===== src/core/isp_test_port_pkg.sv =====
// Functional notes
// - Test pins dedicated when NVM bit, run-time bit or select term is true.
// - Enabled pins stay inputs; serial data out drives only after enable command.
// - With no enable source true, the four pins return to general I/O.
// - Run-time enable register at C7h from I/O block base; writing one enables.
// - Any device reset clears the run-time enable bit; writing zero clears it.
// - A blank device has the four test pins enabled by default.
// - NVM-dedicated port keeps running through an active device reset.
// - Register-only enabled port is aborted and blocked by device reset.
// - Configuration instruction set supported; boundary-scan codes act as bypass.
// - Status and error outputs stay disabled until the enable command.
// - Error output low on failed erase/program until clear, or reset after disable.
// - Status high in read mode, low while program or erase runs.
// - Enable command option makes status and error outputs open-drain.
// - Secured device refuses every command except full chip erase.
// - Full chip erase clears security, leaving device blank and unsecured.
// - One protect bit per sector; erasing a protected sector is refused.
// - Device reset aborts flash cycles, returning to read mode in time.
// - Port reaches primary, secondary flash, logic and configuration bits.
// - Enable register bit 0 enables the port; upper bits unused, read zero.
package isp_test_port_pkg;

  // ----------------------------------------------------------------
  // Register map
  // ----------------------------------------------------------------
  localparam logic [7:0] TEST_PORT_ENABLE_OFFSET = 8'hc7;
  localparam int         TEST_PORT_ENABLE_BIT    = 0;
  localparam logic [7:0] TEST_PORT_ENABLE_RESET  = 8'h00;

  // ----------------------------------------------------------------
  // Instruction register and data register layout
  // ----------------------------------------------------------------
  localparam int         IR_W           = 8;
  localparam logic [7:0] IR_CAPTURE     = 8'h01;
  localparam logic [7:0] ISC_ENABLE     = 8'h10;
  localparam logic [7:0] ISC_DISABLE    = 8'h11;
  localparam logic [7:0] ISC_CLEAR      = 8'h12;
  localparam logic [7:0] ISC_PROGRAM    = 8'h13;
  localparam logic [7:0] ISC_ERASE      = 8'h14;
  localparam logic [7:0] ISC_BULK_ERASE = 8'h15;
  localparam logic [7:0] ISC_READ       = 8'h16;
  localparam logic [7:0] ISC_VERIFY     = 8'h17;
  localparam logic [7:0] IR_BYPASS      = 8'hff;

  localparam int DR_W        = 26;
  localparam int DR_DATA_LSB = 0;
  localparam int DR_ADDR_LSB = 8;
  localparam int DR_TGT_LSB  = 24;
  localparam int DR_EXT_BIT  = 0;
  localparam int DR_OD_BIT   = 1;

  localparam logic [1:0] TGT_PRIMARY   = 2'h0;
  localparam logic [1:0] TGT_SECONDARY = 2'h1;
  localparam logic [1:0] TGT_LOGIC     = 2'h2;
  localparam logic [1:0] TGT_CONFIG    = 2'h3;

  localparam int         SECTORS         = 12;
  localparam logic [3:0] SECONDARY_FIRST = 4'h8;

  // ----------------------------------------------------------------
  // Timing
  // ----------------------------------------------------------------
  localparam int         CLK_PERIOD_NS   = 8;
  localparam int         RESET_ABORT_NS  = 200;
  localparam logic [4:0] RESET_ABORT_CYC = 5'(RESET_ABORT_NS / CLK_PERIOD_NS);

  // ----------------------------------------------------------------
  // Types
  // ----------------------------------------------------------------
  typedef enum logic [2:0] {
    OP_NONE, OP_READ, OP_PROGRAM, OP_SECTOR_ERASE, OP_BULK_ERASE
  } flash_op_t;

  typedef enum logic [3:0] {
    TLR, RTI, SEL_DR, CAP_DR, SHIFT_DR, EXIT1_DR, PAUSE_DR, EXIT2_DR, UPD_DR,
    SEL_IR, CAP_IR, SHIFT_IR, EXIT1_IR, PAUSE_IR, EXIT2_IR, UPD_IR
  } tap_state_t;

endpackage : isp_test_port_pkg

===== src/core/isp_test_port_control.sv =====
`timescale 1ns/1ns
module isp_test_port_control
  import isp_test_port_pkg::*;
(
  // Clock and core reset
  input  wire logic                i_clk,
  input  wire logic                i_rst_b,
  // Device reset pin, nonvolatile configuration and select term
  input  wire logic                i_dev_reset_b,
  input  wire logic                i_nvm_port_dedicate,
  input  wire logic                i_nvm_blank,
  input  wire logic                i_nvm_security,
  input  wire logic [SECTORS-1:0]  i_sector_protect,
  input  wire logic                i_test_select_term,
  // Processor register port
  input  wire logic                i_reg_sel,
  input  wire logic [7:0]          i_reg_addr,
  input  wire logic                i_reg_wr,
  input  wire logic                i_reg_rd,
  input  wire logic [7:0]          i_reg_wdata,
  output logic      [7:0]          o_reg_rdata,
  // Test port pins
  input  wire logic                i_tck,
  input  wire logic                i_tms,
  input  wire logic                i_tdi,
  output logic                     o_tdo,
  output logic                     o_tdo_oe_b,
  output logic                     o_test_port_active,
  // Flash status and error pins
  output logic                     o_flash_status_out,
  output logic                     o_flash_status_oe_b,
  output logic                     o_flash_error_out,
  output logic                     o_flash_error_oe_b,
  // Flash engine
  output logic                     o_flash_req,
  output flash_op_t                o_flash_op,
  output logic      [1:0]          o_flash_target,
  output logic      [15:0]         o_flash_addr,
  output logic      [7:0]          o_flash_wdata,
  output logic                     o_flash_abort,
  input  wire logic                i_flash_busy,
  input  wire logic                i_flash_fail,
  input  wire logic [7:0]          i_flash_rdata
);

  // ----------------------------------------------------------------
  // Helpers
  // ----------------------------------------------------------------
  function automatic tap_state_t tap_next(input tap_state_t s, input logic tms);
    case (s)
      TLR:      tap_next = tms ? TLR      : RTI;
      RTI:      tap_next = tms ? SEL_DR   : RTI;
      SEL_DR:   tap_next = tms ? SEL_IR   : CAP_DR;
      CAP_DR:   tap_next = tms ? EXIT1_DR : SHIFT_DR;
      SHIFT_DR: tap_next = tms ? EXIT1_DR : SHIFT_DR;
      EXIT1_DR: tap_next = tms ? UPD_DR   : PAUSE_DR;
      PAUSE_DR: tap_next = tms ? EXIT2_DR : PAUSE_DR;
      EXIT2_DR: tap_next = tms ? UPD_DR   : SHIFT_DR;
      UPD_DR:   tap_next = tms ? SEL_DR   : RTI;
      SEL_IR:   tap_next = tms ? TLR      : CAP_IR;
      CAP_IR:   tap_next = tms ? EXIT1_IR : SHIFT_IR;
      SHIFT_IR: tap_next = tms ? EXIT1_IR : SHIFT_IR;
      EXIT1_IR: tap_next = tms ? UPD_IR   : PAUSE_IR;
      PAUSE_IR: tap_next = tms ? EXIT2_IR : PAUSE_IR;
      EXIT2_IR: tap_next = tms ? UPD_IR   : SHIFT_IR;
      UPD_IR:   tap_next = tms ? SEL_DR   : RTI;
      default:  tap_next = TLR;
    endcase
  endfunction : tap_next

  function automatic logic [3:0] sector_of(input logic [1:0] tgt, input logic [15:0] addr);
    if (tgt == TGT_SECONDARY) begin
      sector_of = SECONDARY_FIRST + {2'h0, addr[14:13]};
    end else begin
      sector_of = {1'b0, addr[15:13]};
    end
  endfunction : sector_of

  function automatic logic isc_data_cmd(input logic [7:0] ir);
    isc_data_cmd = (ir == ISC_PROGRAM) || (ir == ISC_ERASE) || (ir == ISC_BULK_ERASE) ||
                   (ir == ISC_READ) || (ir == ISC_VERIFY);
  endfunction : isc_data_cmd

  // ----------------------------------------------------------------
  // State
  // ----------------------------------------------------------------
  typedef struct packed {
    logic            tck_s1, tck_s2, tck_p;
    logic            tms_s1, tms_s2, tdi_s1, tdi_s2;
    logic            rst_s1, rst_s2, sel_s1, sel_s2;
    tap_state_t      tap;
    logic [IR_W-1:0] ir, ir_sh;
    logic [DR_W-1:0] dr;
    logic            byp, tdo, isc_en, ext_en, od;
    logic            reg_en, err, dis_seen, sec_clr;
    logic [4:0]      abort_cnt;
    logic            req;
    flash_op_t       op;
    logic [1:0]      tgt;
    logic [15:0]     addr;
    logic [7:0]      wdata, rdata;
    logic            stat_o, stat_oe_b, err_o, err_oe_b;
  } state_t;

  state_t st_r, st_nxt;

  logic dev_rst_active, dedicated, port_on, blocked, running;
  logic tck_rise, tck_fall, secured, dr_sel, stat_val;

  always_comb begin
    dev_rst_active = !st_r.rst_s2;
    dedicated      = i_nvm_port_dedicate || i_nvm_blank;
    port_on        = dedicated || st_r.reg_en || st_r.sel_s2;
    blocked        = dev_rst_active && !dedicated;
    running        = port_on && !blocked;
    tck_rise       = st_r.tck_s2 && !st_r.tck_p;
    tck_fall       = !st_r.tck_s2 && st_r.tck_p;
    secured        = i_nvm_security && !st_r.sec_clr;
    dr_sel         = st_r.isc_en && isc_data_cmd(st_r.ir) || (st_r.ir == ISC_ENABLE);
    stat_val       = !(i_flash_busy || st_r.req);
  end

  always_comb begin
    st_nxt = st_r;
    st_nxt.req = 1'b0;
    // Pins come from another domain, two stages before anything reads them
    st_nxt.tck_s1 = i_tck;
    st_nxt.tck_s2 = st_r.tck_s1;
    st_nxt.tck_p  = st_r.tck_s2;
    st_nxt.tms_s1 = i_tms;
    st_nxt.tms_s2 = st_r.tms_s1;
    st_nxt.tdi_s1 = i_tdi;
    st_nxt.tdi_s2 = st_r.tdi_s1;
    st_nxt.rst_s1 = i_dev_reset_b;
    st_nxt.rst_s2 = st_r.rst_s1;
    st_nxt.sel_s1 = i_test_select_term;
    st_nxt.sel_s2 = st_r.sel_s1;

    // ----------------------------------------------------------------
    // Register port
    // ----------------------------------------------------------------
    st_nxt.rdata = 8'h00;
    if (i_reg_sel && i_reg_rd && i_reg_addr == TEST_PORT_ENABLE_OFFSET) begin
      st_nxt.rdata[TEST_PORT_ENABLE_BIT] = st_r.reg_en;
    end
    if (i_reg_sel && i_reg_wr && i_reg_addr == TEST_PORT_ENABLE_OFFSET) begin
      st_nxt.reg_en = i_reg_wdata[TEST_PORT_ENABLE_BIT];
    end
    if (dev_rst_active) begin
      st_nxt.reg_en = 1'b0;
    end

    // ----------------------------------------------------------------
    // Test access port
    // ----------------------------------------------------------------
    if (!running) begin
      // A blocked port drops any half-done operation
      st_nxt.tap    = TLR;
      st_nxt.ir     = IR_BYPASS;
      st_nxt.isc_en = 1'b0;
    end else if (tck_rise) begin
      st_nxt.tap = tap_next(st_r.tap, st_r.tms_s2);
      case (st_r.tap)
        TLR: begin
          st_nxt.ir     = IR_BYPASS;
          st_nxt.isc_en = 1'b0;
        end
        CAP_IR:   st_nxt.ir_sh = IR_CAPTURE;
        SHIFT_IR: st_nxt.ir_sh = {st_r.tdi_s2, st_r.ir_sh[IR_W-1:1]};
        UPD_IR: begin
          // Unknown codes, boundary-scan ones included, fall to bypass
          st_nxt.ir = st_r.ir_sh;
          if (st_r.isc_en && st_r.ir_sh == ISC_DISABLE) begin
            st_nxt.isc_en   = 1'b0;
            st_nxt.dis_seen = 1'b1;
          end
          if (st_r.isc_en && st_r.ir_sh == ISC_CLEAR) begin
            st_nxt.err = 1'b0;
          end
        end
        CAP_DR: begin
          st_nxt.byp = 1'b0;
          if (st_r.ir == ISC_READ || st_r.ir == ISC_VERIFY) begin
            st_nxt.dr[DR_DATA_LSB +: 8] = secured ? 8'h00 : i_flash_rdata;
          end
        end
        SHIFT_DR: begin
          st_nxt.byp = st_r.tdi_s2;
          st_nxt.dr  = {st_r.tdi_s2, st_r.dr[DR_W-1:1]};
        end
        UPD_DR: begin
          if (st_r.ir == ISC_ENABLE) begin
            st_nxt.isc_en   = 1'b1;
            st_nxt.ext_en   = st_r.dr[DR_EXT_BIT];
            st_nxt.od       = st_r.dr[DR_OD_BIT];
            st_nxt.dis_seen = 1'b0;
          end else if (st_r.isc_en && isc_data_cmd(st_r.ir) && !i_flash_busy &&
                       !dev_rst_active) begin
            st_nxt.tgt   = st_r.dr[DR_TGT_LSB +: 2];
            st_nxt.addr  = st_r.dr[DR_ADDR_LSB +: 16];
            st_nxt.wdata = st_r.dr[DR_DATA_LSB +: 8];
            case (st_r.ir)
              ISC_PROGRAM:    st_nxt.op = OP_PROGRAM;
              ISC_ERASE:      st_nxt.op = OP_SECTOR_ERASE;
              ISC_BULK_ERASE: st_nxt.op = OP_BULK_ERASE;
              default:        st_nxt.op = OP_READ;
            endcase
            if (st_r.ir == ISC_BULK_ERASE) begin
              st_nxt.req     = 1'b1;
              st_nxt.sec_clr = 1'b1;
            end else if (secured) begin
              st_nxt.req = 1'b0;
            end else if (st_r.ir == ISC_ERASE &&
                         (st_r.dr[DR_TGT_LSB +: 2] == TGT_PRIMARY ||
                          st_r.dr[DR_TGT_LSB +: 2] == TGT_SECONDARY) &&
                         i_sector_protect[sector_of(st_r.dr[DR_TGT_LSB +: 2],
                                                    st_r.dr[DR_ADDR_LSB +: 16])]) begin
              st_nxt.err = 1'b1;
            end else begin
              st_nxt.req = 1'b1;
            end
          end
        end
        default: ;
      endcase
    end else if (tck_fall) begin
      if (st_r.tap == SHIFT_IR) begin
        st_nxt.tdo = st_r.ir_sh[0];
      end else if (st_r.tap == SHIFT_DR) begin
        st_nxt.tdo = dr_sel ? st_r.dr[0] : st_r.byp;
      end
    end

    // ----------------------------------------------------------------
    // Error flag, flash abort and extension pins
    // ----------------------------------------------------------------
    if (dev_rst_active && st_r.dis_seen) begin
      st_nxt.err      = 1'b0;
      st_nxt.ext_en   = 1'b0;
      st_nxt.dis_seen = 1'b0;
    end
    if (i_flash_fail && (st_r.op == OP_PROGRAM || st_r.op == OP_SECTOR_ERASE)) begin
      st_nxt.err = 1'b1;
    end

    // Abort is stretched so a short reset still ends the flash cycle
    if (dev_rst_active) begin
      st_nxt.abort_cnt = RESET_ABORT_CYC;
    end else if (st_r.abort_cnt != 5'h00) begin
      st_nxt.abort_cnt = st_r.abort_cnt - 5'h01;
    end

    st_nxt.stat_oe_b = 1'b1;
    st_nxt.err_oe_b  = 1'b1;
    st_nxt.stat_o    = 1'b0;
    st_nxt.err_o     = 1'b0;
    if (running && st_r.ext_en) begin
      if (st_r.od) begin
        st_nxt.stat_oe_b = stat_val;
        st_nxt.err_oe_b  = !st_r.err;
      end else begin
        st_nxt.stat_o    = stat_val;
        st_nxt.err_o     = !st_r.err;
        st_nxt.stat_oe_b = 1'b0;
        st_nxt.err_oe_b  = 1'b0;
      end
    end
  end

  always_ff @(posedge i_clk or negedge i_rst_b) begin
    if (!i_rst_b) begin
      st_r           <= '0;
      st_r.tap       <= TLR;
      st_r.ir        <= IR_BYPASS;
      st_r.op        <= OP_NONE;
      st_r.reg_en    <= TEST_PORT_ENABLE_RESET[TEST_PORT_ENABLE_BIT];
      st_r.stat_oe_b <= 1'b1;
      st_r.err_oe_b  <= 1'b1;
      // Device reset pin idles high; a zero here would fake a reset after core reset
      st_r.rst_s1    <= 1'b1;
      st_r.rst_s2    <= 1'b1;
    end else begin
      st_r <= st_nxt;
    end
  end

  // ----------------------------------------------------------------
  // Outputs
  // ----------------------------------------------------------------
  assign o_reg_rdata         = st_r.rdata;
  assign o_test_port_active  = port_on;
  assign o_tdo               = st_r.tdo;
  assign o_tdo_oe_b          = !(running && st_r.isc_en);
  assign o_flash_status_out  = st_r.stat_o;
  assign o_flash_status_oe_b = st_r.stat_oe_b;
  assign o_flash_error_out   = st_r.err_o;
  assign o_flash_error_oe_b  = st_r.err_oe_b;
  assign o_flash_req         = st_r.req;
  assign o_flash_op          = st_r.op;
  assign o_flash_target      = st_r.tgt;
  assign o_flash_addr        = st_r.addr;
  assign o_flash_wdata       = st_r.wdata;
  assign o_flash_abort       = dev_rst_active || (st_r.abort_cnt != 5'h00);

  // ----------------------------------------------------------------
  // Checks
  // ----------------------------------------------------------------
  chk_port_release: assert property (@(posedge i_clk) disable iff (!i_rst_b)
    !port_on |-> o_tdo_oe_b && !o_test_port_active)
    else $error("test pins not released");

  chk_tdo_before_enable: assert property (@(posedge i_clk) disable iff (!i_rst_b)
    !st_r.isc_en |-> o_tdo_oe_b)
    else $error("serial out driven before enable");

  chk_reg_reset_clear: assert property (@(posedge i_clk) disable iff (!i_rst_b)
    dev_rst_active |=> !st_r.reg_en ##1 (o_reg_rdata == 8'h00))
    else $error("enable bit survived device reset");

  chk_reg_write_set: assert property (@(posedge i_clk) disable iff (!i_rst_b)
    i_reg_sel && i_reg_wr && i_reg_addr == TEST_PORT_ENABLE_OFFSET && i_reg_wdata[0] &&
    !dev_rst_active |=> o_test_port_active)
    else $error("register write did not enable port");

  chk_reset_blocks: assert property (@(posedge i_clk) disable iff (!i_rst_b)
    blocked |=> st_r.tap == TLR && !st_r.isc_en)
    else $error("register-enabled port ran during reset");

  chk_dedicated_holds: assert property (@(posedge i_clk) disable iff (!i_rst_b)
    dedicated && dev_rst_active && st_r.isc_en && !tck_rise |=> st_r.isc_en)
    else $error("dedicated port disturbed by reset");

  chk_secure_refuse: assert property (@(posedge i_clk) disable iff (!i_rst_b)
    secured |=> !(o_flash_req && o_flash_op != OP_BULK_ERASE))
    else $error("secured device issued command");

  chk_protect_refuse: assert property (@(posedge i_clk) disable iff (!i_rst_b)
    o_flash_req && o_flash_op == OP_SECTOR_ERASE && o_flash_target != TGT_LOGIC &&
    o_flash_target != TGT_CONFIG |-> !i_sector_protect[sector_of(o_flash_target, o_flash_addr)])
    else $error("protected sector erased");

  chk_error_set: assert property (@(posedge i_clk) disable iff (!i_rst_b)
    i_flash_fail && o_flash_op == OP_PROGRAM |=> st_r.err)
    else $error("flash failure not flagged");

  chk_abort_stretch: assert property (@(posedge i_clk) disable iff (!i_rst_b)
    dev_rst_active |=> o_flash_abort [*8])
    else $error("flash abort too short");

endmodule : isp_test_port_control


===== config.mk =====
export PLATFORM = sky130hd
export DESIGN_NAME = isp_test_port_control
export DESIGN_NICKNAME = d
export VERILOG_FILES = /design/src/core/isp_test_port_pkg.sv /design/src/core/isp_test_port_control.sv
export SDC_FILE = /design/constraint.sdc
export NUM_CORES = 1
export LEC_CHECK = 0
export BUFFER_PORTS_ARGS = -buffer_cell sky130_fd_sc_hd__buf_2
export CORE_AREA = 5 5 137 139
export CTS_BUF_LIST = sky130_fd_sc_hd__clkbuf_16
export DETAILED_ROUTE_END_ITERATION = 16
export DIE_AREA = 0 0 142 144
export PLACE_DENSITY = 0.6
export SLEW_MARGIN = 20
export SYNTH_ARGS = -nofsm -noshare
export SYNTH_HDL_FRONTEND = slang
export SYNTH_SLANG_ARGS = --single-unit

===== constraint.sdc =====
create_clock -name i_clk -period 6.28 [get_ports i_clk]
set_input_delay 0.942 -clock i_clk [delete_from_list [all_inputs] [get_ports i_clk]]
set_output_delay 0.942 -clock i_clk [all_outputs]
set_load 0.01 [all_outputs]

Yosys cells after proc, flatten, opt, wreduce, memory -nomap -nowiden
Index checks and enable logic that the tools add are counted.

storage, ports and cells
  bits in registers = 106
  input port bits = 51
  output and inout port bits = 46
  logic and storage cells = 235

cells by class
  add/subtract/negate cells = 2
  order comparisons = 1
  equal/unequal tests = 43
  muxes and demuxes = 78
  bitwise operators = 2
  reduce and logical (&&, ||, !) cells = 73

operators by type and width
  kind                                                 count
  2-to-1 mux 30 bit                                    5
  equality test 8 x 5 -> 1 bit, second input constant  8
  2-to-1 mux 4 bit                                     13
  one-hot mux 4 bit (12 select lines)                  1
  2-to-1 mux 47 bit                                    1
  2-to-1 mux 1 bit                                     33
  equality test 4 bit, second input constant           8
  one-hot mux 8 bit (2 select lines)                   2
  inequality test 4 bit, second input constant         6
  logical AND 1 bit                                    20
  AND reduction 4 bit                                  5
  2-to-1 mux 18 bit                                    1
  2-to-1 mux 3 bit                                     6
  one-hot mux 9 bit (2 select lines)                   1
  equality test 4 x 3 -> 1 bit, second input constant  4
  2-to-1 mux 8 bit                                     2
  nonzero test 2 bit                                   7
  logical OR 1 bit                                     13
  2-to-1 mux 12 bit                                    1
  2-to-1 mux 2 bit                                     6
  inequality test 3 bit, second input constant         4
  logical NOT 1 bit                                    10
  2-to-1 mux 5 bit                                     2
  AND reduction 5 bit                                  2
  other kinds (28)                                     38

Longest topological paths before layout
Gate-level depths: netlist (run 1).

  word-level depth = 26
  gate-level depth with buffers = 8
  mapped depth without buffers = 6

Least setup slack after synthesis (run 1)
Ideal clock, no wire load.

  path type = in2out
  from = in i_nvm_blank
  to = out o_tdo_oe_b
  arrival time = 1.542 ns
  required time = 5.338 ns
  path slack = 3.796 ns
  stages = 3
  buffers on the path = 0
  path through = nor2_1 -> nand2_1 -> nand2_1

on the way
  cells in the longest elaborated chain, start to end = 7
  elaborated cells on any way between the ends = 9
  classes of those cells = reduce/logical: 9

RTL lines
  element              line                          RTL
  start: declaration   isp_test_port_control.sv:11   input wire logic i_nvm_blank,
  logical OR 1 bit *   isp_test_port_control.sv:112  dedicated = i_nvm_port_dedicate || i_nvm_blank;
  logical NOT 1 bit    isp_test_port_control.sv:114  blocked = dev_rst_active && !dedicated;
  logical AND 1 bit    isp_test_port_control.sv:114
  logical NOT 1 bit    isp_test_port_control.sv:115  running = port_on && !blocked;
  logical AND 1 bit *  isp_test_port_control.sv:115
  logical AND 1 bit *  isp_test_port_control.sv:293  assign o_tdo_oe_b = !(running && st_r.isc_en);
  logical NOT 1 bit *  isp_test_port_control.sv:293
  end: declaration     isp_test_port_control.sv:27   output logic o_tdo_oe_b,

Mark *: on every way between the ends. The rest lies on a longest branch, timed or not.

Worst setup path in the final report (run 1)
Same ends and word-level chain as after synthesis.

==> results by stage, run 1 <==
Status:
- The flow ran to the end, and the final reports show no timing, DRC or antenna violations.

Placement:
- The congestion estimate from routability-driven global placement came to 0.819.
- The number of port buffers is 82.
- After legalization and detailed placement, the total HPWL measured 7.87 mm.
- Counting tap cells, the placed design contains a total of about 720 instances.

STA:
- The worst relative slew slack is 0.374.
- The final period demand of the worst path is 3.02 ns.
- The clock arrives with 0.00728 ns of skew.
- Setup repair after global routing left no endpoint under its margin.
- Setup violations remaining at the end of the flow were counted as 0.
- The worst hold-check slack is 0.350 ns.
- The max-slew violation count is 0.
- The transition time at the pin with the least slew margin is roughly 0.9 ns.
- The number of hold violations in the final report was 0.
- Derived from the worst setup path, the maximum achievable clock frequency is approximately 330 MHz.
- The final period utilization is 0.480.
- The aggregate negative setup slack is 0 ns.

Detailed routing:
- The count of nets left with antenna violations once routing finished came out at 0.
- The top layer used by detailed routing is met4.
- The wire length reported by the detailed router is ~11 mm.
- The wire length the detailed router placed on met1 is 4.90 mm.
- For this block, the initial DRC count from the detailed router was 154.
- After detailed routing, the average wire length per cell comes to 14.6 um.
- The count of TritonRoute iterations in the first routing pass is 4.
- Across all layers, the routed design uses 3,474 vias.
- The final routed DRC violation total is 0.
- The average vias per placed instance is 4.73.
- The met3 routed wirelength is approximately 450 um.
- Summed over all nets, wire length on met2 after detailed routing comes to 5.20 mm.

Cells and area:
- The most common cell after layout, fill and taps aside is sky130_fd_sc_hd__dfrtp_1.
- The relative area change from synthesis to final layout is 12.1%.
- The proportion of layout cells with a drive suffix above 1 is 0.322.
- The final standard cell count with taps included and fillers excluded is 735.
- 0 antenna diodes ended up in the layout.
- The share of the core filled with cells is 0.328.
- In the layout the commonest cells are sky130_fd_sc_hd__dfrtp_1 (94), sky130_fd_sc_hd__buf_2 (81), sky130_fd_sc_hd__nand2_1 (32).
- The net total in the final layout is 554.

Logic synthesis:
- The predominant post-synthesis flop cell is sky130_fd_sc_hd__dfrtp_1.
- The count of cell types in the netlist is 60.
- In this run, synthesis produced a sequential element count of between 100 and 150.
- By area the synthesized netlist is led by sky130_fd_sc_hd__dfrtp_1 (46%), sky130_fd_sc_hd__dfstp_2 (6.1%), sky130_fd_sc_hd__mux2_4 (5.8%).
- The post-synthesis async set-or-reset flop share is 1.00.
- The number of synthesized flops with an enable pin is 0.
- The combined area of all synthesized cells is around 5100 um^2.
- The synthesized instance count is 464.
- The mean instance size in the synthesized netlist is 11.1 um^2.
- The area share of the largest cell type after synthesis is 0.458.
- The synthesized design spends more area on one cell type than any other, namely sky130_fd_sc_hd__dfrtp_1.
- The sequential area share after synthesis is 0.519.
- The Yosys step of the flow raised 0 warnings.

Hold path:
- The number of cells on the worst hold path is 0.
- The worst hold path class is reg -> reg.
- The start point of the worst hold path is st_nxt[108].
- The path with the worst hold slack has its endpoint at st_r[108].

GRT:
- For this run, the total global-route usage over all layers was measured as 0.107.
- The initial antenna violation count is 0.
- The number of global-route vias before repair was about 3,400.
- The largest net degree at the start of global routing is 55.
- The residual overflow from global routing is 0.
- The first global-routing pass estimated 17.5 mm of wire.

Floorplan:
- The overall die height is 144 um.
- Measured along the x axis, the die boundary spans 142 um.
- The initial core utilization is 0.293.
- The top-level I/O count is 97.
- The die footprint is 20,400 um^2.
- The initialized floorplan defines 49 standard-cell rows.
- The core box area is roughly 18,000 um^2.

Clock tree:
- The master cell of the clock root buffer is sky130_fd_sc_hd__clkbuf_16.
- The CTS buffer count is 9.
- The number of buffers on the longest clock path is 2.
- For the worst-skew pair, the clock arrives at the later sink with an insertion delay of 0.34 ns.
- The count of hold buffers inserted by post-cts repair is 0.
- The number of resized instances in the post-cts repair step is 0.
- Clock-pin slew was measured on the worst setup and hold paths at around 0.070 ns.
- The number of levels in the clock H-tree is 3.
- The number of setup buffers added after CTS is 0.
- TritonCTS built the clock tree.
- For this design, the sink count on the clock tree is 106.

Critical path:
- STA classifies the critical path startpoint as an input pin.
- The arrival time of data at the critical path endpoint is 2.07 ns.
- For this run, the slowest stage of the critical path takes a little over 0.4 ns.
- On the critical path the largest part of the delay comes from simple AND/OR/NAND/NOR gates.
- The number of cells on the worst reg-to-reg path is 4.
- STA classifies the critical path endpoint as an output port.
- The required time of the critical path is 5.34 ns.
- In this run the critical register-to-register path is captured at o_flash_wdata[6].
- The cell with the largest stage delay on the worst path is sky130_fd_sc_hd__nor2_1.
- The signal on the critical path passes through buf_2 -> nor2_1 -> nand2_1 -> nand2_1 -> buf_2.
- The critical path contains buffers and inverters numbering 2 combined.
- The setup slack of the most critical reg-to-reg path is 3.59 ns.
- The startpoint identified for the worst register-to-register timing path is st_r[99].
- The setup path with the least slack is of type in -> out.
- The maximum net fanout on the critical path is 6.

Run:
- The count of max-cap constraint violations is 0.

Pwr:
- The power per standard cell area is 260 nW/um^2.
- The largest vdd supply drop is 112 uV.
- The total leakage power is 0.00279 uW.
Yosys cell counts (4+ instances only):
cell type and n:
sky130_fd_sc_hd__dfstp_2 12, sky130_fd_sc_hd__clkbuf_1 20, sky130_fd_sc_hd__dfrtp_1 94, sky130_fd_sc_hd__a31oi_1 13
sky130_fd_sc_hd__o21ai_0 16, sky130_fd_sc_hd__nand2b_1 4, sky130_fd_sc_hd__buf_4 37, sky130_fd_sc_hd__mux2_2 24
sky130_fd_sc_hd__nor2b_1 7, sky130_fd_sc_hd__nor4_1 12, sky130_fd_sc_hd__nor2_1 26, sky130_fd_sc_hd__buf_2 4
sky130_fd_sc_hd__nand2_1 32, sky130_fd_sc_hd__a21o_1 6, sky130_fd_sc_hd__inv_1 18, sky130_fd_sc_hd__a21oi_1 19
sky130_fd_sc_hd__a22o_1 7, sky130_fd_sc_hd__nand3_1 17, sky130_fd_sc_hd__or3_1 4, sky130_fd_sc_hd__mux2_4 20
sky130_fd_sc_hd__nor3_1 7, sky130_fd_sc_hd__mux2i_1 4
layer usage:
metal / track usage / vias up
li1: - / 1665
met1: 0.140 / 1727
met2: 0.173 / 71
met3: 0.0268 / 11
met4: 0.0369 / 0
met5: 0 / -
power by group:
part	total (uW)	switching (uW)	leakage [uW]	internal [uW]
combinational	167	91.4	0.00127	75.8
sequential	788	61.2	0.00136	727
clock	543	240	0.000150	303
sequential cells by signal (all words and copies together) (netlist names):
name                 cells
o_flash_target           2
o_reg_rdata              1
o_flash_error_oe_b       1
o_flash_status_oe_b      1
o_flash_error_out        1
o_tdo                    1
o_flash_status_out       1
o_flash_req              1
st_r                    64
o_flash_op               3
o_flash_wdata            8
o_flash_addr            16
st_nxt                   6
through the flow:
step | setup slack [ns] | area (um^2) | power, uW
2_1_floorplan | 3.80 | 5160 | 908
3_3_place_gp | 3.25 | 5480 | 961
3_5_place_dp | 3.26 | 5480 | 970
4_1_cts | 3.25 | 5760 | 1520
5_1_grt | 2.99 | 5760 | 1570
6_report | 3.26 | 5760 | 1500
layout make-up:
| cell class | instances | area, um^2 |
|---|---|---|
| clock inverter | 7 | 57.6 |
| multi-input combinational | 282 | 2030 |
| tap | 229 | 287 |
| inverter | 18 | 67.6 |
| fill | 1777 | 11800 |
| clock buffer | 9 | 225 |
| timing repair buffer | 84 | 428 |
| sequential | 106 | 2670 |
worst max-delay path by stage:
| stage | start | to | slack [ns] | cells after the start |
|---|---|---|---|---|
| 2_1_floorplan | i_nvm_blank | o_tdo_oe_b | 3.80 | 3 |
| 3_3_place_gp | i_nvm_blank | o_tdo_oe_b | 3.25 | 5 |
| 3_5_place_dp | i_nvm_blank | o_tdo_oe_b | 3.26 | 5 |
| 4_1_cts | st_r[42] | o_flash_abort | 3.25 | 5 |
| 5_1_grt | st_r[42] | o_flash_abort | 2.99 | 5 |
| 6_report | i_nvm_blank | o_tdo_oe_b | 3.26 | 5 |
logic make-up (layout without fill, tap and decap cells):
group	Yosys count	after routing	share of synthesized area
compound gates	85	85	0.109
flops	106	106	0.519
simple gates	134	134	0.141
buf+inv	82	118	0.0908
fa+ha+maj	2	2	0.00487
mux	50	50	0.128
xor+xnor	4	4	0.00682
other cells	1	7	0.000730
No activity file was read; power rests on OpenSTA's default activity.
==> run 2, diff against run 1 <==
clock period = 3 ns   (was 6.28 ns; I/O delays follow)
==> run 2 against run 1 <==
  * Clock skew is 0.0025 ns higher
  * Global-route usage is 0.56 points higher
  * First-iteration DRC count stayed put
  * Largest cell class unchanged
  * Total power is 110% higher
  * Worst setup slack worse by 2.8 ns
  * Critical endpoint unchanged
  * Flip-flop and latch count stayed put
  * Sequential power is 100% higher
  * Cell count is 0.95% higher
  * Sequential share of layout area is 0.53 points lower
  * Combinational power grew to 2.5 times the previous value
  * Highest routed layer unchanged
==> results by stage, run 2 (synthesis results as in run 1) <==
Status:
- The run finished with clean final reports.

STA:
- The number of hold violations in the final report was 0 (unchanged).
- The transition time at the pin with the least slew margin came to 0.793 ns (-0.133 ns).
- The fmax is 394 MHz.
- Setup repair after global routing left no endpoint under its margin.
- The worst clock skew on the final layout came to 0.00974 ns (+0.00246 ns).
- The max-slew violation count is 0 (unchanged).
- Subtracting the final worst setup slack from the clock period gives 2.53 ns.
- The final period utilization is 0.845.
- The aggregate negative setup slack came to 0 ns (unchanged).
- The setup violation total in the final timing report was 0 (unchanged).
- The worst relative slew slack is 0.466 (+0.0915).

Detailed routing:
- The via total after detailed routing is 3,501 (+0.78%).
- The count of TritonRoute iterations in the first routing pass is 5 (+1).
- The wire length reported by the detailed router is 11.0 mm (+2.6%).
- The average vias per placed instance is 4.72 (-0.17%).
- The DRC marker count from the first detailed-route iteration was 154 (unchanged).
- The number of nets still failing antenna checks after routing came to 0 (unchanged).
- The routed length per placed instance is 14.9 um (+1.7%).
- The final routed DRC violation total is 0 (unchanged).

Critical path:
- The required time of the critical path is 2.55 ns (-2.79 ns).
- The worst setup path is captured at an output port.
- The maximum net fanout on the critical path came to 6 (unchanged).
- The endpoint of the lowest-slack register-to-register path is st_r[61].
- The number of cells on the worst reg-to-reg path is 5 (+1).
- The arrival time of data at the critical path endpoint was 2.08 ns (about the same).
- In this run the critical register-to-register path is launched from st_r[101].
- The setup slack of the most critical reg-to-reg path was 0.48 ns (-3.11 ns).
- The start-to-end type of the worst setup path is reg -> out.
- The worst setup path is launched from a flip-flop.

Cells and area:
- The area growth from synthesis to layout is 13.4%.
- The flip-flop count of the largest register, all copies and words added is 64 (unchanged).
- The proportion of layout cells with a drive suffix above 1 is 0.333 (+0.0112).
- The largest register by flop count is st_r.
- The net total in the final layout came to 561 (+1.3%).
- The final standard cell count with taps included and fillers excluded came to 742 (+0.95%).
- The number of fill cells in the layout is 1,793 (+0.90%).
- The most common cell after layout, fill and taps aside is sky130_fd_sc_hd__dfrtp_1.
- In the layout the commonest cells are sky130_fd_sc_hd__dfrtp_1 (94), sky130_fd_sc_hd__buf_2 (81), sky130_fd_sc_hd__nand2_1 (32).
- The final antenna diode count is 0 (unchanged).

Pwr:
- The combinational cell fraction of total power came to 0.134 (+0.022).
- The sequential fraction of design power is 0.514 (-0.012).
- The power per standard cell area is 536 nW/um^2 (+110%).
- The largest vdd supply drop was 227 uV (+100%).
- The total leakage power was 0.00282 uW (+1.1%).
- The clock group share of total power is 0.352 (-0.011).
- The total power draw is 3120 uW (+110%).
- The switching power as a share of total power is 0.276 (+0.0143).
- The internal power of the cells was 2260 uW (+100%).
- The net switching power is 864 uW (+120%).

Hold path:
- The worst hold path class is in -> async.

Clock tree:
- The CTS sink count was 106 (unchanged).
- The CTS buffer count is 9 (unchanged).
- The number of setup buffers added after CTS is 0 (unchanged).
- The number of resized instances in the post-cts repair step is 0 (unchanged).
- The later-pin clock latency in the skew report is 0.34 ns (about the same).
- The clock tree from TritonCTS is built.
- The clock slew at the register clock pins of the worst setup and hold paths came to 0.07 ns (about the same).
- The number of levels in the clock H-tree is 3 (unchanged).
- The master cell of the clock root buffer is sky130_fd_sc_hd__clkbuf_16.
- The number of buffers on the longest clock path is 2 (unchanged).
- The count of hold buffers inserted by post-cts repair is 0 (unchanged).

Floorplan:
- The initial core utilization is 0.293 (unchanged).
- The horizontal extent of the die is 142 um (unchanged).
- The overall die height is 144 um (unchanged).
- The die footprint is 20,400 um^2 (unchanged).
- The number of rows in the core area is 49 (unchanged).
- The core box area is 17,500 um^2 (unchanged).
- The top-level I/O count is 97 (unchanged).

Placement:
- The HPWL after detailed placement was 8.15 mm (+3.6%).
- The final weighted congestion in routability-driven placement came to 0.826 (+0.79%).
- The post-placement cell count was 726 (+0.97%).
- The number of port buffers was 82 (unchanged).

GRT:
- The number of global-route vias before repair was 3,614 (+7.1%).
- The first-pass GRT wire length was 18.6 mm (+6.3%).
- The largest net degree at the start of global routing was 60 (+9.1%).
- The initial antenna violation count was 0 (unchanged).
- The global routing usage summed across all routing layers is 0.112 (+0.00561).
- The residual overflow from global routing is 0 (unchanged).

Run:
- The count of max-cap constraint violations is 0 (unchanged).
[run 2: cell count changes in the layout (fill, tap and decap cells not counted), sizes merged]
cell	delta
bufinv	-1
clkinvlp	+1
buf	+7
[run 2: area by class of cell]
cell class              count  area [um^2]  share of cell area
flip-flops and latches    106         2670               0.458
well taps                 229          287              0.0492
repair buffers             91          505              0.0868
multi-input cells         282         2030               0.348
clock inverters             7         46.3             0.00795
inverters                  18         67.6              0.0116
clock buffers               9          225              0.0387
[run 2: worst max path at each step]
stage,startpoint,end,slack [ns],cells past startpoint
6_report,st_r[50],o_tdo_oe_b,0.47,4
4_1_cts,st_r[50],o_tdo_oe_b,0.43,4
3_3_place_gp,st_r[101],st_r[58],0.58,4
2_1_floorplan,st_r[98],o_flash_addr[0],0.89,6
3_5_place_dp,st_r[101],st_r[60],0.51,4
5_1_grt,st_r[50],o_tdo_oe_b,0.32,4
[run 2: power by group through the flow]
stage               clock (uW)  sequential, uW  combinational (uW)
global placement             0            1630                 402
global route              1200            1620                 474
detailed placement           0            1630                 421
finish                    1100            1610                 419
floorplan                    0            1600                 303
CTS                       1140            1610                 422
[run 2: through the flow]
step            util  area, um^2  hold WS, ns  setup WS, ns
2_1_floorplan      -        5160        0.154         0.894
3_3_place_gp   0.317        5550        0.334         0.582
3_5_place_dp   0.317        5550        0.341         0.506
4_1_cts        0.332        5820        0.129         0.430
5_1_grt        0.332        5820        0.159         0.325
6_report       0.332        5820        0.114         0.465
[run 2: worst max-delay path: stages, from the launching register on]
cell and delay [ns]:
sky130_fd_sc_hd__dfrtp_1 0.41, sky130_fd_sc_hd__o21ai_0 0.65, sky130_fd_sc_hd__nand2_1 0.33, sky130_fd_sc_hd__nand2_1 0.17
sky130_fd_sc_hd__buf_2 0.18
[run 2: layer usage]
metal  part of all wire  track usage  up-vias
li1                   -            -     1695
met1               0.44        0.143     1728
met2               0.51        0.191       67
met3              0.042       0.0271       11
met4              0.013       0.0308        0
met5                  0            0        -
